==> src/inc/ucr_pkg.sv <==
`default_nettype none
package ucr_pkg;
	// Register offsets on the three address lines
	localparam logic [2:0] OFS_HOLD = 3'h0;
	localparam logic [2:0] OFS_IEN = 3'h1;
	localparam logic [2:0] OFS_ISTAT = 3'h2;
	localparam logic [2:0] OFS_LCTL = 3'h3;
	localparam logic [2:0] OFS_MCTL = 3'h4;
	localparam logic [2:0] OFS_LSTAT = 3'h5;
	localparam logic [2:0] OFS_MSTAT = 3'h6;
	localparam logic [2:0] OFS_SCR = 3'h7;
	// Line control key and bit positions
	localparam logic [7:0] ENH_KEY = 8'hBF;
	localparam int DIV_BIT = 7;
	localparam int ENH_BIT = 4;
	localparam int FIFO_EN_BIT = 0;
	localparam int IEN_RX = 0;
	localparam int IEN_TX = 1;
	localparam int IEN_LINE = 2;
	localparam int IEN_MODEM = 3;
	// Bits that only move while the enhanced unlock is set
	localparam logic [7:0] IEN_ENH = 8'hF0;
	localparam logic [7:0] FCTL_ENH = 8'h30;
	localparam logic [7:0] MCTL_ENH = 8'hE0;
	localparam logic [7:0] FRAC_MASK = 8'h3F;
	localparam logic [7:0] RST_BYTE = 8'h00;
	// Interrupt source codes, highest priority first
	localparam logic [3:0] SRC_LINE = 4'h6;
	localparam logic [3:0] SRC_RX = 4'h4;
	localparam logic [3:0] SRC_TX = 4'h2;
	localparam logic [3:0] SRC_MODEM = 4'h0;
	localparam logic [3:0] SRC_NONE = 4'h1;
	localparam int FILL_W = 6;
	localparam logic [FILL_W-1:0] FILL_EMPTY = 6'h0;

	typedef struct packed {
		logic cs_a_n;
		logic cs_b_n;
		logic rd_n;
		logic wr_n;
		logic [2:0] addr;
		logic [7:0] wdata;
	} ucr_host_t;
	localparam ucr_host_t HOST_IDLE = '1;

	typedef struct packed {
		logic [FILL_W-1:0] fill;
		logic [FILL_W-1:0] trig;
		logic push;
		logic [7:0] rx_data;
		logic tx_empty;
		logic tx_idle;
		logic fifo_err;
		logic [3:0] line_err;
		logic [7:0] modem;
	} ucr_chan_in_t;

	typedef struct packed {
		logic [7:0] interrupt_enable;
		logic [7:0] fifo_control;
		logic [7:0] line_control;
		logic [7:0] modem_control;
		logic [7:0] divisor_low;
		logic [7:0] divisor_high;
		logic [7:0] divisor_fraction;
		logic [7:0] enhanced_function;
		logic [7:0] flow_on_char_1;
		logic [7:0] flow_on_char_2;
		logic [7:0] flow_off_char_1;
		logic [7:0] flow_off_char_2;
		logic [7:0] scratch_pad;
	} ucr_cfg_t;

	typedef struct packed {
		logic rx_pop;
		logic tx_load;
		logic fifo_load;
		logic [7:0] wdata;
	} ucr_strb_t;

	typedef struct packed {
		ucr_cfg_t cfg;
		ucr_strb_t strb;
		logic [7:0] rdata;
		logic dr;
		logic rxi;
		logic irq;
	} ucr_chan_st_t;

	typedef struct packed {
		ucr_host_t s1;
		ucr_host_t s2;
		ucr_host_t s3;
		logic rd_lvl;
		logic wr_lvl;
	} ucr_top_st_t;
endpackage : ucr_pkg
`default_nettype wire

==> src/logic/ucr_top.sv <==
// What this block does
// Each channel decodes three address bits, and a per-channel select picks the channel.
// The interrupt enable gates rx data, tx empty, line and modem sources into the status.
// With FIFO and rx interrupt on, the rx interrupt rises once fill reaches the trigger.
// That rx interrupt drops on the clock after fill falls below the trigger.
// Unless a line interrupt outranks it, the status shows the rx trigger source while fill is at or above it and clears with it.
// Rx data ready sets on the clock after a character enters the receive FIFO.
// Rx data ready clears only when the receive FIFO is empty.
// Enhanced bits of enable, FIFO control, modem control and fraction move only when unlocked.
// Divisor latch at offsets 0 to 2 when divisor bit set, enhanced set when key 0xBF.
`timescale 1ns/10ps
`default_nettype none
module ucr_chan #(
	parameter logic [7:0] DEVICE_ID = 8'h5A, // Arbitrary value
	parameter logic [7:0] REVISION = 8'h01 // Arbitrary value
) (
	input wire logic sys_clk,
	input wire logic rst_n,
	input wire logic rd_go,
	input wire logic wr_go,
	input wire logic [2:0] addr,
	input wire logic [7:0] wdata,
	input wire ucr_pkg::ucr_chan_in_t chan_in,
	output ucr_pkg::ucr_cfg_t cfg,
	output ucr_pkg::ucr_strb_t strb,
	output logic [7:0] rdata,
	output logic irq
);
	import ucr_pkg::*;
	ucr_chan_st_t st_ff, nxt_st;
	logic enh, div, unlock, fifo_on, id_sel, line_int, rx_int, tx_int, modem_int;
	logic [3:0] src;
	logic [7:0] isr_val, lsr_val, rd_val;
	// Keep locked bits of the old value unless unlocked
	function automatic logic [7:0] gated(input logic [7:0] old, input logic [7:0] val,
		input logic [7:0] mask, input logic open);
		gated = open ? val : ((val & ~mask) | (old & mask));
	endfunction : gated
	////////////////////////////////////////////////////////////////////////////
	// Decode modes and interrupt sources
	always_comb begin
		enh = st_ff.cfg.line_control == ENH_KEY;
		div = st_ff.cfg.line_control[DIV_BIT];
		unlock = st_ff.cfg.enhanced_function[ENH_BIT];
		fifo_on = st_ff.cfg.fifo_control[FIFO_EN_BIT];
		id_sel = !enh && st_ff.cfg.divisor_low == RST_BYTE && st_ff.cfg.divisor_high == RST_BYTE;
		// Line errors are levels held by the receiver until it clears them
		line_int = st_ff.cfg.interrupt_enable[IEN_LINE] && (chan_in.fifo_err || |chan_in.line_err);
		rx_int = st_ff.cfg.interrupt_enable[IEN_RX] && (fifo_on ? st_ff.rxi : st_ff.dr);
		tx_int = st_ff.cfg.interrupt_enable[IEN_TX] && chan_in.tx_empty;
		modem_int = st_ff.cfg.interrupt_enable[IEN_MODEM] && |chan_in.modem[3:0];
		// Fixed priority: line, rx, tx, modem
		if (line_int) begin
			src = SRC_LINE;
		end else if (rx_int) begin
			src = SRC_RX;
		end else if (tx_int) begin
			src = SRC_TX;
		end else if (modem_int) begin
			src = SRC_MODEM;
		end else begin
			src = SRC_NONE;
		end
		isr_val = {fifo_on, fifo_on, 2'b00, src};
		lsr_val = {chan_in.fifo_err, chan_in.tx_idle, chan_in.tx_empty, chan_in.line_err, st_ff.dr};
	end
	////////////////////////////////////////////////////////////////////////////
	// Read data mux; the id codes show only with a zero divisor
	always_comb begin
		case (addr)
			OFS_HOLD: rd_val = div ? (id_sel ? REVISION : st_ff.cfg.divisor_low) : chan_in.rx_data;
			OFS_IEN: rd_val = div ? (id_sel ? DEVICE_ID : st_ff.cfg.divisor_high)
				: st_ff.cfg.interrupt_enable;
			OFS_ISTAT: rd_val = enh ? st_ff.cfg.enhanced_function
				: (div ? st_ff.cfg.divisor_fraction : isr_val);
			OFS_LCTL: rd_val = st_ff.cfg.line_control;
			OFS_MCTL: rd_val = enh ? st_ff.cfg.flow_on_char_1 : st_ff.cfg.modem_control;
			OFS_LSTAT: rd_val = enh ? st_ff.cfg.flow_on_char_2 : lsr_val;
			OFS_MSTAT: rd_val = enh ? st_ff.cfg.flow_off_char_1 : chan_in.modem;
			OFS_SCR: rd_val = enh ? st_ff.cfg.flow_off_char_2 : st_ff.cfg.scratch_pad;
			default: rd_val = RST_BYTE;
		endcase
	end
	////////////////////////////////////////////////////////////////////////////
	// Next state: register writes, flags and interrupt
	always_comb begin
		nxt_st = st_ff;
		nxt_st.strb = '0;
		nxt_st.strb.wdata = wdata;
		// Push wins over an empty FIFO in the same cycle
		if (chan_in.push) begin
			nxt_st.dr = 1'b1;
		end else if (chan_in.fill == FILL_EMPTY) begin
			nxt_st.dr = 1'b0;
		end
		nxt_st.rxi = fifo_on && st_ff.cfg.interrupt_enable[IEN_RX]
			&& chan_in.fill >= chan_in.trig;
		nxt_st.irq = src != SRC_NONE;
		if (rd_go) begin
			nxt_st.rdata = rd_val;
			nxt_st.strb.rx_pop = addr == OFS_HOLD && !div;
		end
		if (wr_go) begin
			case (addr)
				OFS_HOLD: begin
					if (div) begin
						nxt_st.cfg.divisor_low = wdata;
					end else begin
						nxt_st.strb.tx_load = 1'b1;
					end
				end
				OFS_IEN: begin
					if (div) begin
						nxt_st.cfg.divisor_high = wdata;
					end else begin
						nxt_st.cfg.interrupt_enable =
							gated(st_ff.cfg.interrupt_enable, wdata, IEN_ENH, unlock);
					end
				end
				OFS_ISTAT: begin
					if (enh) begin
						nxt_st.cfg.enhanced_function = wdata;
					end else if (div) begin
						if (unlock) begin
							nxt_st.cfg.divisor_fraction = wdata & FRAC_MASK;
						end
					end else begin
						nxt_st.cfg.fifo_control =
							gated(st_ff.cfg.fifo_control, wdata, FCTL_ENH, unlock);
						nxt_st.strb.fifo_load = 1'b1;
					end
				end
				OFS_LCTL: nxt_st.cfg.line_control = wdata;
				OFS_MCTL: begin
					if (enh) begin
						nxt_st.cfg.flow_on_char_1 = wdata;
					end else begin
						nxt_st.cfg.modem_control =
							gated(st_ff.cfg.modem_control, wdata, MCTL_ENH, unlock);
					end
				end
				OFS_LSTAT: begin
					if (enh) begin
						nxt_st.cfg.flow_on_char_2 = wdata;
					end
				end
				OFS_MSTAT: begin
					if (enh) begin
						nxt_st.cfg.flow_off_char_1 = wdata;
					end
				end
				OFS_SCR: begin
					if (enh) begin
						nxt_st.cfg.flow_off_char_2 = wdata;
					end else begin
						nxt_st.cfg.scratch_pad = wdata;
					end
				end
				default: nxt_st.cfg = st_ff.cfg;
			endcase
		end
	end
	// All state resets to zero, so no interrupt fires at start-up
	always_ff @(posedge sys_clk) begin
		if (!rst_n) begin
			st_ff <= '0;
		end else begin
			st_ff <= nxt_st;
		end
	end
	assign cfg = st_ff.cfg;
	assign strb = st_ff.strb;
	assign rdata = st_ff.rdata;
	assign irq = st_ff.irq;
endmodule : ucr_chan
module ucr_top #(
	parameter logic [7:0] DEVICE_ID = 8'h5A, // Arbitrary value
	parameter logic [7:0] REVISION = 8'h01 // Arbitrary value
) (
	input wire logic sys_clk,
	input wire logic rst_n,
	input wire ucr_pkg::ucr_host_t host,
	output logic [7:0] d_out,
	output logic d_oe,
	input wire ucr_pkg::ucr_chan_in_t chan_in_a,
	input wire ucr_pkg::ucr_chan_in_t chan_in_b,
	output ucr_pkg::ucr_cfg_t cfg_a,
	output ucr_pkg::ucr_cfg_t cfg_b,
	output ucr_pkg::ucr_strb_t strb_a,
	output ucr_pkg::ucr_strb_t strb_b,
	output logic irq_a,
	output logic irq_b
);
	import ucr_pkg::*;
	ucr_top_st_t st_ff, nxt_st;
	logic rd_go, wr_go, sel_a, sel_b;
	logic [7:0] rdata_a, rdata_b;
	////////////////////////////////////////////////////////////////////////////
	// Three-stage pin synchroniser; strobes count once stages two and three agree
	always_comb begin
		nxt_st = st_ff;
		nxt_st.s1 = host;
		nxt_st.s2 = st_ff.s1;
		nxt_st.s3 = st_ff.s2;
		if (st_ff.s2.rd_n == st_ff.s3.rd_n) begin
			nxt_st.rd_lvl = st_ff.s3.rd_n;
		end
		if (st_ff.s2.wr_n == st_ff.s3.wr_n) begin
			nxt_st.wr_lvl = st_ff.s3.wr_n;
		end
	end
	// Idle high so no strobe is seen coming out of reset
	always_ff @(posedge sys_clk) begin
		if (!rst_n) begin
			st_ff <= '{s1: HOST_IDLE, s2: HOST_IDLE, s3: HOST_IDLE, rd_lvl: 1'b1, wr_lvl: 1'b1};
		end else begin
			st_ff <= nxt_st;
		end
	end
	// Leading edge of each strobe; address and data come from the same stage
	assign rd_go = st_ff.rd_lvl && st_ff.s2.rd_n == st_ff.s3.rd_n && !st_ff.s3.rd_n;
	assign wr_go = st_ff.wr_lvl && st_ff.s2.wr_n == st_ff.s3.wr_n && !st_ff.s3.wr_n;
	// Channel A wins if a broken host selects both
	assign sel_a = !st_ff.s3.cs_a_n;
	assign sel_b = !st_ff.s3.cs_b_n && !sel_a;
	assign d_oe = !st_ff.rd_lvl && (sel_a || sel_b);
	assign d_out = sel_a ? rdata_a : rdata_b;
	ucr_chan #(.DEVICE_ID(DEVICE_ID), .REVISION(REVISION)) u_chan_a (
		.sys_clk(sys_clk),
		.rst_n(rst_n),
		.rd_go(rd_go && sel_a),
		.wr_go(wr_go && sel_a),
		.addr(st_ff.s3.addr),
		.wdata(st_ff.s3.wdata),
		.chan_in(chan_in_a),
		.cfg(cfg_a),
		.strb(strb_a),
		.rdata(rdata_a),
		.irq(irq_a)
	);
	ucr_chan #(.DEVICE_ID(DEVICE_ID), .REVISION(REVISION)) u_chan_b (
		.sys_clk(sys_clk),
		.rst_n(rst_n),
		.rd_go(rd_go && sel_b),
		.wr_go(wr_go && sel_b),
		.addr(st_ff.s3.addr),
		.wdata(st_ff.s3.wdata),
		.chan_in(chan_in_b),
		.cfg(cfg_b),
		.strb(strb_b),
		.rdata(rdata_b),
		.irq(irq_b)
	);
endmodule : ucr_top
`default_nettype wire

==> config.mk <==
export PLATFORM = sky130hd
export DESIGN_NAME = ucr_top
export DESIGN_NICKNAME = d
export VERILOG_FILES = /design/src/inc/ucr_pkg.sv /design/src/logic/ucr_top.sv
export SDC_FILE = /design/constraint.sdc
export NUM_CORES = 1
export LEC_CHECK = 0
export ABC_AREA = 1
export BUFFER_PORTS_ARGS = -buffer_cell sky130_fd_sc_hd__buf_2
export CAP_MARGIN = 20
export CORE_MARGIN = 3
export CORE_UTILIZATION = 50
export DETAILED_ROUTE_END_ITERATION = 12
export HOLD_SLACK_MARGIN = 0.05
export PLACE_DENSITY_LB_ADDON = 0.25
export SLEW_MARGIN = 15
export SYNTH_ARGS = -nofsm -noshare
export SYNTH_HDL_FRONTEND = slang
export SYNTH_SLANG_ARGS = --single-unit
export TNS_END_PERCENT = 100
==> constraint.sdc <==
create_clock -name sys_clk -period 2.2 [get_ports sys_clk]
set_input_delay 0.11 -clock sys_clk [delete_from_list [all_inputs] [get_ports sys_clk]]
set_output_delay 0.11 -clock sys_clk [all_outputs]
set_load 0.03 [all_outputs]
======== Yosys cells after proc, flatten, opt, wreduce, memory -nomap -nowiden ========
Cells that the tools add are included.
W data, S select, Z words.
storage, ports and cells
  register bits ........................... 287
  latch bits .............................. 0
  memory bits (writable) .................. 0
  ROM bits ................................ 0
  input bits .............................. 89
  output and inout bits ................... 241
  word-level logic and storage cells ...... 220
  memories kept ........................... 0
operators by class
  add/sub/neg operators ................... 0
  multiply operators ...................... 0
  divide/modulo/power cells ............... 0
  $lt $le $gt $ge ......................... 2
  eq/ne operators ......................... 13
  shift-type cells ........................ 0
  muxes and demuxes ....................... 45
  bitwise operators ....................... 14
  reduce and logical (&&, ||, !) cells .... 85
operators by type and width
  cell                  number
  $mux W8               27
  $pmux W8 S8           2
  $reduce_and A3 Y1     22
  $logic_not A8 Y1      4
  $logic_and A1 B1 Y1   28
  $reduce_or A4 Y1      6
  $eq A8 B8 Y1 const B  2
  $or A4 B8 Y8          2
  $or A5 B8 Y8          2
  $or A8 B6 Y8          2
  $eq A3 B3 Y1 const B  4
  $ge A6 B6 Y1          2
  $logic_not A6 Y1      2
  $mux W3               4
  $mux W1               10
  $reduce_and A5 Y1     2
  $logic_not A1 Y1      9
  $not A1 Y1            8
  $reduce_and A2 Y1     4
  $reduce_and A4 Y1     2
  $eq A3 B2 Y1 const B  2
  $ne A3 B1 Y1 const B  2
  $mux W2               2
  $reduce_bool A2 Y1    2
  4 further kinds       7

======== Depth between registers and ports, before layout ========
  word-level depth ........................ 9
  gate-level depth with buffers ........... 14
  depth with buffers taken out ............ 13

======== By module ========
Synthesis repeated with hierarchy kept, for this count alone.
second synthesis, totals
  cell total of the unflattened synthesis .. 2,157
  area total of the unflattened synthesis .. 15,222.1 sq um
modules (own cells, without submodules)
  module                instances  cells each  area an instance (sq um)  seq. area each (sq um)
  ucr_chan at u_chan_a  1          1,010       6,884.1                   2,482.4
  ucr_chan at u_chan_b  1          1,006       6,882.9                   2,482.4
  ucr_top               1          141         1,455.1                   940.9

======== Worst setup path before layout ========
No wires, ideal clock.
  path kind ............................... reg2reg
  start point ............................. register u_chan_a.st_ff (netlist bit u_chan_a.cfg[87])
  end point ............................... register u_chan_a.st_ff (netlist bit u_chan_a.rdata[3])
  library setup time ...................... 109 ps
  arrival time ............................ 1,624 ps
  data required time ...................... 2,091 ps
  path slack .............................. 467 ps
  stages on the path, launching flop included .. 13
  buffers on the path ..................... 3
  period minus slack after synthesis ...... 1,733 ps
  path through ............................ dfxtp_1 -> buf_4 -> nand2_1 -> nor2_4 -> nand2_2 -> buf_4 -> buf_6 -> o211ai_1 -> nand2_1 -> nor2_1 -> nand3_1 -> nand2_1 -> inv_1
between the ends
  longest elaborated chain between the ends .. 7
  elaborated cells between the ends (all ways) .. 15
  those cells by class .................... 1 x eq/ne; 11 x mux; 3 x reduce/logical
RTL lines
  what                                             RTL line                      RTL
  start, declared                                  ucr_top.sv:30                 ucr_chan_st_t st_ff, nxt_st;
  start signal, assigned                           ucr_top.sv:168                st_ff <= nxt_st;
  $eq A8 B8 Y1                                     ucr_top.sv:42                 enh = st_ff.cfg.line_control == ENH_KEY;
  $logic_not A1 Y1                                 ucr_top.sv:46                 id_sel = !enh && st_ff.cfg.divisor_low == RST_BYTE && st_ff.cfg.divisor_high == RST_BYTE;
  $logic_and A1 B1 Y1 (2 in series)                ucr_top.sv:46
  $mux W8, on equally long branches (2 in series)  ucr_top.sv:72, ucr_top.sv:71
  $pmux W8 S8 (*)                                  ucr_top.sv:70                 case (addr)
Every way passes the cells marked *; elsewhere a longest branch is shown, timed or not.
A chain may end at the register's enable or synchronous reset.

======== Worst setup path after layout ========
  start point ............................. register st_ff[11] (netlist name)
  end point ............................... register u_chan_a.st_ff (netlist bit u_chan_a.rdata[4])
between the ends
  longest elaborated chain between the ends .. 2
  elaborated cells between the ends (all ways) .. 9
  those cells by class .................... 7 x eq/ne; 1 x mux; 1 x reduce/logical
RTL lines
  what                                  RTL line        RTL
  start, declared                       ucr_top.sv:195  ucr_top_st_t st_ff, nxt_st;
  start signal, assigned                ucr_top.sv:215  st_ff <= '{s1: HOST_IDLE, s2: HOST_IDLE, s3: HOST_IDLE, rd_lvl: 1'b1, wr_lvl: 1'b1};
  start signal, assigned                ucr_top.sv:217  st_ff <= nxt_st;
  $eq A3 B3 Y1 (tied with other cells)  ucr_top.sv:70
  $pmux W8 S8 (*)                       ucr_top.sv:70
Marks and branches as above.

==> metrics <==
status=finished clean; setup_tns=0 ns; Area Overhead vs Synth=13.38%; layout cells sized above 1=24.88%; slowest stage delay, CP=0.42 ns; CTS Buffer Depth=3; fin util=57.75%; CORE AREA=27860 sq um; leakage dissipation=7.850 nW; register area share after synthesis=40.49%; clock-pin transition on the worst setup and hold timing paths=0.06 ns; Synth Register Bits=287; Pwr per Cell Area=667.9 nW/um^2; most frequent cell after synthesis=nand2_1; H-tree depth=1; Diodes inserted=0; GR Util All Layers=31.78%; die width=174.5 um; NumNets Final=2189; Synth Cell Area=14190 sq um; Top FF cell, synth=dfxtp_1; CTS tree=yes; Tcrit/Tclk final=94.52%; number of global-route vias before repair=12540; maxcap violations=0; CTS Root Cell=clkbuf_16; worst path required time=2.66 ns; slowest CP cell=dfxtp_1; initial antenna violation count=1; # Post-CTS Setup Buffers=0; crit path capture type=flop; CTS Buf Count=29; DRC Markers=0; crit path launch type=flop; Hold Path Depth=7; FMAX=0.4809 GHz; Arr. time, crit path=2.54 ns; Mapped Cells=1937; Slew Limit Fails=0; Pwr Total=10.75 mW; initial core utilization=50.94%; clk sinks=287; RePlAce Congestion=0.9759; Relative slew margins=46.94%; worst slack at placement=0.1226 ns; DP HPWL=36760 um; Worst Reg-to-Reg Cells=11; CP Cell Sequence=nor2_1 -> nand2_1 -> inv_1 -> nand2_1 -> inv_1 -> a21oi_1 -> nand2_1 -> nor2_1 -> nand3_1 -> nand2_1 -> inv_1; final setup vio count=0; Largest delay share family, worst path=simple AND/OR/NAND/NOR gates; Final ANT Viol Nets=0; placed cell area=14800 sq um; final hold slack=0.07688 ns; count of different cell masters after synthesis=36; Fillers=2651; Vias=13320; Placed Cells incl. Taps=2401; total grt overflow=0; first drt pass iteration count=5; Mapped Avg Cell Area=7.326 sq um; area leader, netlist=dfxtp_1; Final Hold Viols=0; final worst slack=0.1206 ns; Ys Warns=0; Iteration-0 DRC Markers=1256; crit path max fanout=8; die height=174.5 um; post-route insts no fill=2484; row count=61; port bufs=325; Routed WL=49810 um; crit path buf inv count=3; clk_skew=0.01575 ns; Vias/cell=5.362; post-route cell area=16090 sq um; CP Class=flop to flop; Async SR Flop Fraction=0%; synth cell count leaders=nand2_1 (313), dfxtp_1 (287), buf_4 (241), a21oi_1 (224), o21ai_0 (213); HP Class=input pin to flop; I/O pins=330; worst-case vdd ir drop=0.4665 mV; most used cell, CP=nand2_1; Post-synth EDFFs=0; measured slew at the worst slew-check pin=0.7960 ns; largest net degree at the start of global routing=189; Die ar.=30440 sq um; fin crit period=2.079 ns; Yosys top cell area share=40.49%; unrepaired setup endpoints after global routing=no; reg-to-reg slack, setup=0.12 ns; CP Depth=11; first-pass GRT wire length=74930 um; synth top area cells=dfxtp_1 (40%), buf_4 (13%), nand2_1 (8.3%); Clock Latency Late Sink=0.57 ns; drt wl/cell=20.05 um
[final timing paths]
path | from | to
max reg2reg | st_ff[11] | u_chan_a.rdata[4]
min reg2reg | nxt_st[11] | st_ff[11]
max | st_ff[11] | u_chan_a.rdata[4]
min | chan_in_a[22] | u_chan_a.rdata[7]
[placed cells by master, fill, tap and decap left out, types with 6 or more instances in the layout]
cell type      Yosys  routed
buf_2             19     324
nand2_1          313     312
dfxtp_1          287     287
a21oi_1          224     224
o21ai_0          213     213
inv_1            155     153
nor2_1           140     138
nand3_1          102     102
buf_4            241      75
or2_2             44      44
dlygate4sd3_1      0      34
clkbuf_16          0      29
nand4_1           21      21
a211oi_1          16      16
o211ai_1          12      12
ha_1              12      12
nand3b_1          11      11
nor2_2            10      10
nor3_1            10      10
clkinv_1           9       8
clkbuf_1          57       8
inv_2              5       7
nor2_4             5       7
a22oi_1            7       7
clkbuf_8           0       6
[state kept, by name, indices dropped and copies added, names as in the netlist, 3 cells and up]
| name | flops |
|---|---|
| u_chan_b.rdata | 8 |
| st_ff | 17 |
| u_chan_a.rdata | 8 |
| u_chan_a.cfg | 102 |
| nxt_st | 30 |
| u_chan_b.strb | 3 |
| u_chan_b.cfg | 102 |
| u_chan_a.strb | 11 |
[worst register-to-register path, cell delays in order, from the launching register on]
cell and delay (ns):
dfxtp_1 0.42, nor2_1 0.10, nand2_1 0.19, inv_1 0.23, nand2_1 0.15, inv_1 0.13
a21oi_1 0.16, nand2_1 0.07, nor2_1 0.26, nand3_1 0.15, nand2_1 0.08, inv_1 0.04
[cell families (layout without fill, tap and decap cells)]
kind of cell / count (synthesis) / count (layout) / share of synthesized area [%]
other: 1 / 4 / 0.02642
DFF: 287 / 287 / 40.49
AOI/OAI and AO/OA: 479 / 479 / 17.63
buffers and inverters: 489 / 655 / 19.53
adders and majority gates: 12 / 12 / 1.058
and+or+nand+nor: 669 / 669 / 21.27
[where the power goes]
group	switching, mW	internal [mW]
combinational	0.360	0.220
clock	2.06	2.84
sequential	0.0246	5.24
total	2.44	8.30
[area by class of cell]
class	instances	area, sq um	area share (%)
clock buffer	43	838.3	5.210
timing repair buffer	437	2605	16.19
tap	378	473.0	2.940
inverter	169	638.1	3.966
multi-input combinational	1164	5703	35.45
sequential	287	5746	35.71
clock inverter	6	86.33	0.5366
[layer usage]
metal  track usage [%]  up-vias  share of wire, %
li1                  -     6409                 -
met1             42.98     6132                42
met2             50.29      663                45
met3             5.548      114               9.0
met4             13.20        0               4.5
met5                 0        -                 0
[repair_timing]
item / CTS / global route
endpoints found under the setup margin: 0 / 26
gates resized for setup: 0 / 7
hold buffers: 34 / 0
endpoints found under the hold margin: 32 / 0
Power figures use the tool's default switching activity.
